===== config.mk =====
export PLATFORM = sky130hd
export DESIGN_NAME = strap_config_top
export DESIGN_NICKNAME = d
export VERILOG_FILES = /design/src/strap_cfg_pkg.sv /design/src/lane_cfg_if.sv /design/src/strap_sync.sv /design/src/lane_steer.sv /design/src/strap_config_top.sv
export SDC_FILE = /design/constraint.sdc
export NUM_CORES = 1
export LEC_CHECK = 0
export BUFFER_PORTS_ARGS = -buffer_cell sky130_fd_sc_hd__buf_2
export CORE_MARGIN = 2
export CORE_UTILIZATION = 30
export CTS_BUF_LIST = sky130_fd_sc_hd__clkbuf_16
export CTS_CLUSTER_DIAMETER = 150
export DETAILED_ROUTE_END_ITERATION = 12
export REMOVE_ABC_BUFFERS = 1
export SLEW_MARGIN = 25
export SYNTH_ARGS = -nofsm -noshare
export SYNTH_HDL_FRONTEND = slang
export SYNTH_SLANG_ARGS = --single-unit

===== constraint.sdc =====
create_clock -name clk_i -period 3.41 [get_ports clk_i]
set_clock_uncertainty 0.15 [all_clocks]
set_input_delay 0 -clock clk_i [delete_from_list [all_inputs] [get_ports clk_i]]
set_output_delay 0 -clock clk_i [all_outputs]
set_load 0.005 [all_outputs]

===== src/strap_cfg_pkg.sv =====
// shared constants and types for the strap capture block
package strap_cfg_pkg;

  // register byte addresses on the bus
  localparam logic [7:0] ADDR_STATUS = 8'h00;
  localparam logic [7:0] ADDR_CTRL   = 8'h04;
  localparam logic [7:0] ADDR_DATA   = 8'h08;
  localparam logic [7:0] ADDR_LANES  = 8'h0C;

  // host data pin positions of the straps
  localparam int BOOT_LO_BIT     = 3;
  localparam int BYTE_ORDER_BIT  = 8;
  localparam int LANE_FIX_BIT    = 12;
  localparam int HOST_EN_BIT     = 14;
  localparam int HOST_DATA_WIDTH = 16;

  // values held until capture (the pulled defaults)
  localparam logic [1:0] BOOT_RESET     = 2'h1;
  localparam logic       LITTLE_RESET   = 1'b1;
  localparam logic       LANE_FIX_RESET = 1'b1;
  localparam logic       HOST_EN_RESET  = 1'b1;
  localparam logic [1:0] MODE_RESET     = 2'h3;

  // status register field positions
  localparam int ST_BOOT_LO  = 0;
  localparam int ST_LITTLE   = 2;
  localparam int ST_LANE_FIX = 3;
  localparam int ST_HOST_EN  = 4;
  localparam int ST_MODE_LO  = 5;
  localparam int ST_CAPTURED = 7;
  localparam int ST_FUNC     = 8;
  localparam int ST_RESERVED = 9;
  localparam int ST_CLK_BAD  = 10;

  // boot source codes
  localparam logic [1:0] BOOT_HOST  = 2'h0;
  localparam logic [1:0] BOOT_ROM8  = 2'h1;
  localparam logic [1:0] BOOT_ROM16 = 2'h2;
  localparam logic [1:0] BOOT_ROM32 = 2'h3;

  // debug mode pin codes
  localparam logic [1:0] MODE_SCAN = 2'h0;
  localparam logic [1:0] MODE_EMU  = 2'h3;

  typedef enum logic [0:0] {
    CAP_WAIT = 1'b0,
    CAP_DONE = 1'b1
  } phase_t;

  typedef enum logic [1:0] {
    SIZE_8  = 2'b00,
    SIZE_16 = 2'b01,
    SIZE_32 = 2'b10
  } acc_size_t;

  localparam logic [1:0] SIZE_RESET = 2'b10;

endpackage


===== src/lane_cfg_if.sv =====
// carries lane setup and data between control and lane steering
`timescale 1ns/10ps
interface lane_cfg_if;
  import strap_cfg_pkg::*;
  logic        little;
  logic        lane_fix;
  acc_size_t   size;
  logic [31:0] data;
  logic [31:0] steered;
  modport ctrl  (output little, output lane_fix, output size, output data, input steered);
  modport steer (input little, input lane_fix, input size, input data, output steered);
endinterface


===== src/strap_sync.sv =====
// two-stage synchroniser for strap pins, free running through reset
`timescale 1ns/10ps
module strap_sync #(
  parameter int WIDTH = 16
) (
  input  wire logic             clk_i,
  input  wire logic [WIDTH-1:0] async_i,
  output logic      [WIDTH-1:0] sync_o
);
  logic [WIDTH-1:0] stage1;
  logic [WIDTH-1:0] stage2;

  // no reset so the chain tracks the pins while reset is held
  always_ff @(posedge clk_i) begin
    stage1 <= async_i;
    stage2 <= stage1;
  end

  assign sync_o = stage2;
endmodule


===== src/lane_steer.sv =====
// places narrow external memory data on the correct byte lanes
`timescale 1ns/10ps
module lane_steer
  import strap_cfg_pkg::*;
(
  input  wire logic clk_i,
  input  wire logic resetn_i,
  lane_cfg_if.steer lanes
);
  // steer 8 and 16 bit data to low or high lanes
  function automatic logic [31:0] steer(input logic [31:0] d, input acc_size_t s,
                                        input logic little, input logic fix);
    logic high;
    high = fix && !little;
    unique case (s)
      SIZE_8:  steer = high ? {d[7:0], 24'h000000} : {24'h000000, d[7:0]};
      SIZE_16: steer = high ? {d[15:0], 16'h0000} : {16'h0000, d[15:0]};
      default: steer = d;
    endcase
  endfunction

  // lane choice follows correction and order straps
  always_comb begin
    lanes.steered = steer(lanes.data, lanes.size, lanes.little, lanes.lane_fix);
  end

  low_lane_a: assert property (@(posedge clk_i) disable iff (!resetn_i)
    (!lanes.lane_fix && lanes.size == SIZE_8) |-> lanes.steered == {24'h000000, lanes.data[7:0]})
    else $error("narrow data left the low lane with correction off");

  big_lane_a: assert property (@(posedge clk_i) disable iff (!resetn_i)
    (lanes.lane_fix && !lanes.little && lanes.size == SIZE_16)
      |-> lanes.steered == {lanes.data[15:0], 16'h0000})
    else $error("big order half word not on the high lanes");
endmodule


===== src/strap_config_top.sv =====
// strap capture at reset release, mode decode and bus access
// Function
// host data pins act as mode straps during reset
// pins 4:3 pick boot source, default 8-bit ROM
// pin 8 picks byte order, 1 little
// lane fix 0 keeps narrow data low
// lane fix 1 moves big order data high
// pin 14 gives shared pins to host port
// host port off only with external pulldown
// debug pins 00 scan, 11 emulation, others reserved
// functional operation in scan or emulation mode
// board drives debug pins and reset low for scan
// board leaves test reset at its pulldown
// board holds clock source select at one
// board keeps non-strap pins at defaults in reset
// pins 15,6,5,2 may be driven freely
// captured straps held until the next reset
//
// The implementer's own choices: the AHB-Lite register port and the register addresses.
`timescale 1ns/10ps
module strap_config_top
  import strap_cfg_pkg::*;
#(
  parameter int HD_WIDTH = HOST_DATA_WIDTH
) (
  input  wire logic                clk_i,
  input  wire logic                resetn_i,
  input  wire logic [HD_WIDTH-1:0] host_data_pins_i,
  input  wire logic [1:0]          debug_mode_pins_i,
  input  wire logic                clock_source_select_i,
  input  wire logic                hsel_i,
  input  wire logic [31:0]         haddr_i,
  input  wire logic [1:0]          htrans_i,
  input  wire logic                hwrite_i,
  input  wire logic [2:0]          hsize_i,
  input  wire logic [31:0]         hwdata_i,
  input  wire logic                hready_i,
  output logic      [31:0]         hrdata_o,
  output logic                     hreadyout_o,
  output logic                     hresp_o,
  output logic [1:0]               boot_source_o,
  output logic                     little_order_flag_o,
  output logic                     narrow_lane_select_o,
  output logic                     host_port_enable_o,
  output logic                     audio_port_enable_o,
  output logic                     boundary_scan_mode_o,
  output logic                     emulation_mode_o,
  output logic                     functional_enable_o,
  output logic                     mode_reserved_o,
  output logic                     config_valid_o,
  output logic [31:0]              ext_mem_data_bus_o
);

  localparam int SYNC_W = HD_WIDTH + 3;

  typedef struct packed {
    phase_t      phase;
    logic [1:0]  boot;
    logic        little;
    logic        lane_fix;
    logic        host_en;
    logic [1:0]  mode;
    logic        clk_bad;
    logic        audio_en;
    logic        scan;
    logic        emu;
    logic        func;
    logic        rsvd;
    acc_size_t   size;
    logic [31:0] wdata;
    logic [31:0] ext_data;
    logic        wr_pend;
    logic [7:0]  wr_addr;
    logic [31:0] rdata;
    logic        ready;
  } state_t;

  state_t           st;
  state_t           next_st;
  logic [SYNC_W-1:0] pins_sync;
  logic [HD_WIDTH-1:0] hd_sync;
  logic [1:0]       mode_sync;
  logic             clksel_sync;
  logic             addr_phase;
  logic [31:0]      status_word;

  lane_cfg_if lanes ();

  // every strap pin passes two flops before use
  strap_sync #(
    .WIDTH (SYNC_W)
  ) u_sync (
    .clk_i   (clk_i),
    .async_i ({clock_source_select_i, debug_mode_pins_i, host_data_pins_i}),
    .sync_o  (pins_sync)
  );

  assign hd_sync     = pins_sync[HD_WIDTH-1:0];
  assign mode_sync   = pins_sync[HD_WIDTH+1:HD_WIDTH];
  assign clksel_sync = pins_sync[HD_WIDTH+2];

  // narrow access lane steering
  lane_steer u_steer (
    .clk_i    (clk_i),
    .resetn_i (resetn_i),
    .lanes    (lanes)
  );

  assign lanes.little   = st.little;
  assign lanes.lane_fix = st.lane_fix;
  assign lanes.size     = st.size;
  assign lanes.data     = st.wdata;

  // functional operation allowed in scan or emulation mode
  function automatic logic mode_functional(input logic [1:0] m);
    mode_functional = (m == MODE_SCAN) || (m == MODE_EMU);
  endfunction

  // codes 01 and 10 are not usable
  function automatic logic mode_reserved(input logic [1:0] m);
    mode_reserved = !mode_functional(m);
  endfunction

  assign addr_phase = hsel_i && htrans_i[1] && hready_i;

  // read view of the captured configuration
  always_comb begin
    status_word                            = 32'h00000000;
    status_word[ST_BOOT_LO+1:ST_BOOT_LO]   = st.boot;
    status_word[ST_LITTLE]                 = st.little;
    status_word[ST_LANE_FIX]               = st.lane_fix;
    status_word[ST_HOST_EN]                = st.host_en;
    status_word[ST_MODE_LO+1:ST_MODE_LO]   = st.mode;
    status_word[ST_CAPTURED]               = (st.phase == CAP_DONE);
    status_word[ST_FUNC]                   = st.func;
    status_word[ST_RESERVED]               = st.rsvd;
    status_word[ST_CLK_BAD]                = st.clk_bad;
  end

  // next state: capture once, then serve the bus
  always_comb begin
    next_st          = st;
    next_st.ready    = 1'b1;
    next_st.ext_data = lanes.steered;
    unique case (st.phase)
      CAP_WAIT: begin
        // first edge after release sees the levels held during reset
        next_st.boot     = hd_sync[BOOT_LO_BIT+1:BOOT_LO_BIT];
        next_st.little   = hd_sync[BYTE_ORDER_BIT];
        next_st.lane_fix = hd_sync[LANE_FIX_BIT];
        next_st.host_en  = hd_sync[HOST_EN_BIT];
        next_st.audio_en = !hd_sync[HOST_EN_BIT];
        next_st.mode     = mode_sync;
        next_st.scan     = (mode_sync == MODE_SCAN);
        next_st.emu      = (mode_sync == MODE_EMU);
        next_st.func     = mode_functional(mode_sync);
        next_st.rsvd     = mode_reserved(mode_sync);
        next_st.clk_bad  = !clksel_sync;
        next_st.phase    = CAP_DONE;
      end
      CAP_DONE: begin
        next_st.phase = CAP_DONE;
      end
    endcase
    // data phase of a write
    if (st.wr_pend) begin
      next_st.wr_pend = 1'b0;
      if (st.wr_addr == ADDR_CTRL) begin
        if (hwdata_i[1:0] == SIZE_8 || hwdata_i[1:0] == SIZE_16) begin
          next_st.size = acc_size_t'(hwdata_i[1:0]);
        end else begin
          next_st.size = SIZE_32;
        end
      end else if (st.wr_addr == ADDR_DATA) begin
        next_st.wdata = hwdata_i;
      end
    end
    // address phase: latch write, prepare read data
    if (addr_phase) begin
      next_st.wr_pend = hwrite_i;
      next_st.wr_addr = haddr_i[7:0];
      next_st.rdata   = 32'h00000000;
      if (!hwrite_i && haddr_i[31:8] == 24'h000000) begin
        unique case (haddr_i[7:0])
          ADDR_STATUS: next_st.rdata = status_word;
          ADDR_CTRL:   next_st.rdata = {30'h00000000, st.size};
          ADDR_DATA:   next_st.rdata = st.wdata;
          ADDR_LANES:  next_st.rdata = st.ext_data;
          default:     next_st.rdata = 32'h00000000;
        endcase
      end
      if (haddr_i[31:8] != 24'h000000) begin
        next_st.wr_pend = 1'b0;
      end
    end
  end

  // state register, defaults are the pulled strap levels
  always_ff @(posedge clk_i or negedge resetn_i) begin
    if (!resetn_i) begin
      st.phase    <= CAP_WAIT;
      st.boot     <= BOOT_RESET;
      st.little   <= LITTLE_RESET;
      st.lane_fix <= LANE_FIX_RESET;
      st.host_en  <= HOST_EN_RESET;
      st.mode     <= MODE_RESET;
      st.clk_bad  <= 1'b0;
      st.audio_en <= 1'b0;
      st.scan     <= 1'b0;
      st.emu      <= 1'b1;
      st.func     <= 1'b1;
      st.rsvd     <= 1'b0;
      st.size     <= SIZE_32;
      st.wdata    <= 32'h00000000;
      st.ext_data <= 32'h00000000;
      st.wr_pend  <= 1'b0;
      st.wr_addr  <= 8'h00;
      st.rdata    <= 32'h00000000;
      st.ready    <= 1'b1;
    end else begin
      st <= next_st;
    end
  end

  // outputs straight from the state register, hresp_o tied low
  assign hrdata_o             = st.rdata;
  assign hreadyout_o          = st.ready;
  assign hresp_o              = 1'b0;
  assign boot_source_o        = st.boot;
  assign little_order_flag_o  = st.little;
  assign narrow_lane_select_o = st.lane_fix;
  assign host_port_enable_o   = st.host_en;
  assign audio_port_enable_o  = st.audio_en;
  assign boundary_scan_mode_o = st.scan;
  assign emulation_mode_o     = st.emu;
  assign functional_enable_o  = st.func;
  assign mode_reserved_o      = st.rsvd;
  assign config_valid_o       = (st.phase == CAP_DONE) ? 1'b1 : 1'b0;
  assign ext_mem_data_bus_o   = st.ext_data;

  // release edge excluded: reset is still sampled low there, capture is one edge later
  strap_source_a: assert property (@(posedge clk_i) disable iff (!resetn_i)
    (st.phase == CAP_WAIT && resetn_i) |=> (st.boot == $past(hd_sync[4:3])
      && st.host_en == $past(hd_sync[14])))
    else $error("captured straps differ from pin levels");

  boot_capture_a: assert property (@(posedge clk_i) disable iff (!resetn_i)
    $rose(config_valid_o) |-> boot_source_o == $past(hd_sync[4:3]))
    else $error("boot source not taken from pins 4:3");

  byte_order_a: assert property (@(posedge clk_i) disable iff (!resetn_i)
    $rose(config_valid_o) |-> little_order_flag_o == $past(hd_sync[8]))
    else $error("byte order not taken from pin 8");

  host_share_a: assert property (@(posedge clk_i) disable iff (!resetn_i)
    config_valid_o |-> (audio_port_enable_o == !host_port_enable_o))
    else $error("shared pins owned by both or neither port");

  host_default_a: assert property (@(posedge clk_i) disable iff (!resetn_i)
    !config_valid_o |-> host_port_enable_o && !audio_port_enable_o)
    else $error("host port not enabled before capture");

  mode_decode_a: assert property (@(posedge clk_i) disable iff (!resetn_i)
    config_valid_o |-> (boundary_scan_mode_o == (st.mode == 2'h0))
      && (emulation_mode_o == (st.mode == 2'h3))
      && (mode_reserved_o == (st.mode == 2'h1 || st.mode == 2'h2)))
    else $error("debug mode decode wrong");

  functional_a: assert property (@(posedge clk_i) disable iff (!resetn_i)
    functional_enable_o == (boundary_scan_mode_o || emulation_mode_o))
    else $error("functional enable disagrees with mode");

  capture_hold_a: assert property (@(posedge clk_i) disable iff (!resetn_i)
    config_valid_o |=> config_valid_o && $stable(boot_source_o)
      && $stable(little_order_flag_o) && $stable(narrow_lane_select_o)
      && $stable(host_port_enable_o) && $stable(st.mode))
    else $error("captured configuration changed after capture");

  lane_out_a: assert property (@(posedge clk_i) disable iff (!resetn_i)
    (config_valid_o && !narrow_lane_select_o && st.size == SIZE_16)
      |=> ext_mem_data_bus_o[31:16] == 16'h0000)
    else $error("half word left the low lanes with correction off");

  // configuration becomes valid one edge after reset is sampled high
  capture_edge_a: assert property (@(posedge clk_i) disable iff (!resetn_i)
    (resetn_i && !config_valid_o) |=> config_valid_o)
    else $error("configuration not captured at first edge after release");

  lane_capture_a: assert property (@(posedge clk_i) disable iff (!resetn_i)
    $rose(config_valid_o) |-> narrow_lane_select_o == $past(hd_sync[LANE_FIX_BIT]))
    else $error("lane correction not taken from pin 12");

  host_capture_a: assert property (@(posedge clk_i) disable iff (!resetn_i)
    $rose(config_valid_o) |-> host_port_enable_o == $past(hd_sync[HOST_EN_BIT])
      && audio_port_enable_o == !$past(hd_sync[HOST_EN_BIT]))
    else $error("shared pin owner not taken from pin 14");

  mode_capture_a: assert property (@(posedge clk_i) disable iff (!resetn_i)
    $rose(config_valid_o) |-> st.mode == $past(mode_sync))
    else $error("debug mode not taken from its pins");

  low_byte_a: assert property (@(posedge clk_i) disable iff (!resetn_i)
    (config_valid_o && !narrow_lane_select_o && st.size == SIZE_8)
      |=> ext_mem_data_bus_o[31:8] == 24'h000000)
    else $error("byte left the low lane with correction off");

  high_byte_a: assert property (@(posedge clk_i) disable iff (!resetn_i)
    (config_valid_o && narrow_lane_select_o && !little_order_flag_o && st.size == SIZE_8)
      |=> ext_mem_data_bus_o[23:0] == 24'h000000)
    else $error("big order byte not on the high lane");

endmodule


==> results.yml <==
clocking:
  cts_buffers: 17
  clockBufferDepth: 2
  cts-root-buf: "clkbuf_16"
  cts_sinks: 137
  cts_tree: "built"
  htreeDepth: 4
  cts.clk_slew.worst_paths_ps: 60
  clk_latency_ps: 420
critical_path:
  cp_cell_sequence: "dlygate4sd3_1 -> buf_2 -> or4_4 -> nor4_4 -> nand3_1 -> o31ai_1"
  crit_arrival_ps: 2250
  cp_max_fo: 11
  r2r-end: "lanes.data[14]$_DFFE_PN0P_"
  r2r_start: "st[34]$_DFFE_PN0P_"
  critPathKind: "in -> reg"
  slowest_stage: "or4_4"
  rr_worst_depth: 5
  cp_slowest_stage_delay_ps: 540
  cp.required_ps: 3570
  critPathLaunchType: "primary input"
  r2r_slack_ps: 1500
  crit_path_end_kind: "flop"
  crit_start: "haddr_i[4]"
  endpoint: "hrdata_o[7]$_DFFE_PN0P_"
detailed_routing:
  initialDrtViolationCount: 171
  wl_per_cell_um: 16.76
  ant_nets: 0
  vias_per_cell: 4.502
  totalWireLength_mm: 15.30
  drc: 0
  detail_route.first_pass.iterations: 4
  routed-via-count: 4110
finish:
  drive_above_1_share_pct: 41.98
  final_cells: 913
  final_cell_mix: "151 x buf_2, 112 x dfrtp_1, 70 x nand2_1"
  final_common_cell: "buf_2"
  syn_to_final_growth_pct: 28.49
  n_antenna_cell: 0
  layout.nets: 730
floorplan:
  die_y_um: 146.0
  core_area_um2: 19650
  initial_core_util_pct: 30.77
  num_rows: 51
  die-area_um2: 21310
  die_x_um: 146.0
  ios: 170
global_routing:
  grt_pass1_wl_mm: 23.87
  grt.total_usage_pct: 14.43
  antenna_found_initial: 0
  grt.busiest_layer: "met2"
  grt_max_degree: 71
  grt_use_met1_pct: 18.41
  gr-total-overflow: 0
  grt_pass1_vias: 4335
  gr-usage-met2_pct: 23.68
  use_met3_pct: 4.263
placement:
  hpwl_mm: 10.16
  place_congestion: 0.7356
  dp.cells: 825
  io_buffer_count: 152
min_path:
  min_path_type: "in -> async"
synthesis:
  post-synth-top-area-cell: "dfrtp_1"
  netlist_top_cells_area: "dfrtp_1 46%, mux2_2 9.5%, buf_4 8.4%"
  synthArstFlopShare_pct: 88.32
  synth_top_family_by_area: "multiplexers"
  ys_seq_elements: 137
  netlist_instances: 496
  synth-edff-count: 0
  synth_mux_area_share_pct: 15.37
  synth_flop_cell: "dfrtp_1"
  avgSynthCellArea_um2: 12.19
  synth.distinct_cells: 32
  syn_area_um2: 6048
  yosys_warnings: 0
  ys_seq_area_share_pct: 55.54
  yosys.area_share.simple_pct: 9.102
  post_synth_xor_area_fraction_pct: 0
  yosysTopAreaCellShare_pct: 46.34
  synth_adder_area_share_pct: 0.4137
  synth_compound_area_share_pct: 8.730
sta:
  setup_viol: 0
  finalHoldViolations: 0
  period_share_pct: 61.27
  hold_slack_ps: 10.76
  grt_setup_unrepaired: "no"
  fmax_mhz: 478.6
  drv_slew: 0
  tns_ps: 0
  worst_pin_slew_ps: 928.8
  period_minus_slack_ps: 2089
  relSlewSlack_pct: 38.08
pwr:
  p_leak_nw: 3.696
  fin_total_pwr_mw: 4.153
  vdd_drop_max_mv: 0.3100
  powerDensity_nw_per_um2: 534.4
job:
  max-cap-violations: 0
status:
  status: "finished clean"
cells by family (layout without fill, tap and decap cells):
group / after synthesis / count (layout)
other: 2 / 3
multiplexers: 84 / 84
buffers and inverters: 98 / 249
flip-flops: 137 / 137
AO/OA/AOI/OAI: 60 / 60
adder cells (fa/ha/maj): 2 / 2
AND/OR/NAND/NOR: 113 / 113
routing by layer:
layer,vias up,wire length (µm)
li1,1924,-
met1,2033,6850
met5,-,0
met3,21,782
met4,0,297
met2,132,7370
through the flow:
| stage | worst slack (ps) | utilization, % | cell area, µm² |
|---|---|---|---|
| 5_1_grt | 1210 | 39.54 | 7771 |
| 3_3_place_gp | 1417 | 33.46 | 6576 |
| 4_1_cts | 1308 | 39.54 | 7771 |
| 6_report | 1321 | 39.54 | 7771 |
| 3_5_place_dp | 1361 | 33.46 | 6576 |
| 2_1_floorplan | 1064 | - | 5419 |
state kept, by name, indices dropped and copies added (netlist names):
name and count:
boot_source_o 2, u_sync.stage1 8, hrdata_o 32, emulation_mode_o 1, host_port_enable_o 1, narrow_lane_select_o 1
functional_enable_o 1, little_order_flag_o 1, audio_port_enable_o 1, mode_reserved_o 1, lanes.size 2, ext_mem_data_bus_o 32
boundary_scan_mode_o 1, lanes.data 32, u_sync.sync_o 8, st 13
cells in the mapped netlist (3+ instances only):
| cell type | number |
|---|---|
| buf_2 | 8 |
| mux2_2 | 51 |
| dfrtp_1 | 112 |
| buf_4 | 68 |
| o21ai_0 | 13 |
| nor2_1 | 6 |
| nand2_1 | 70 |
| clkbuf_1 | 14 |
| and2_1 | 17 |
| dfstp_2 | 9 |
| a22o_1 | 8 |
| a22oi_1 | 9 |
| inv_1 | 4 |
| nor4_1 | 5 |
| o31ai_1 | 10 |
| mux2i_1 | 31 |
| and3_1 | 3 |
| o31ai_2 | 20 |
| dfxtp_1 | 16 |
report_power, final:
part	leakage [nW]	total, mW	internal (mW)	switching [mW]
logic	1.74	0.358	0.188	0.170
clock network	0.309	2.00	1.29	0.716
registers	1.65	1.79	1.72	0.0713
critical path, delay by kind of cell:
kind / cells / cell delay, ps
AOI/OAI and AO/OA: 1 / 400
buffers and inverters: 2 / 660
and+or+nand+nor: 3 / 1180
what timing repair did:
action	CTS	global route
hold endpoints to repair	113	0
gates resized for setup	0	0
buffers inserted	0	0
hold buffers	56	0
cell type report:
type,instances,area [µm²]
tap,265,331.6
fill,1910,11880
clock inverter,15,209.0
timing repair buffer,213,1374
sequential,137,3359
clock buffer,17,425.4
inverter,4,15.01
multi-input combinational,262,2057
how the worst min path moves through the flow:
stage | start | endpoint | slack [ps] | cells after the start
after floorplan | resetn_i | audio_port_enable_o$_DFFE_PN0N_ | -450 | 0
after global placement | resetn_i | hrdata_o[11]$_DFFE_PN0P_ | -70 | 1
after detailed placement | resetn_i | hrdata_o[11]$_DFFE_PN0P_ | -60 | 1
after CTS | hsel_i | st[35]$_DFFE_PN0P_ | 10 | 4
after global routing | host_data_pins_i[14] | u_sync.stage1[14]$_DFF_P_ | 50 | 2
final | resetn_i | hrdata_o[11]$_DFFE_PN0P_ | 10 | 2
Power figures use the tool's default switching activity.
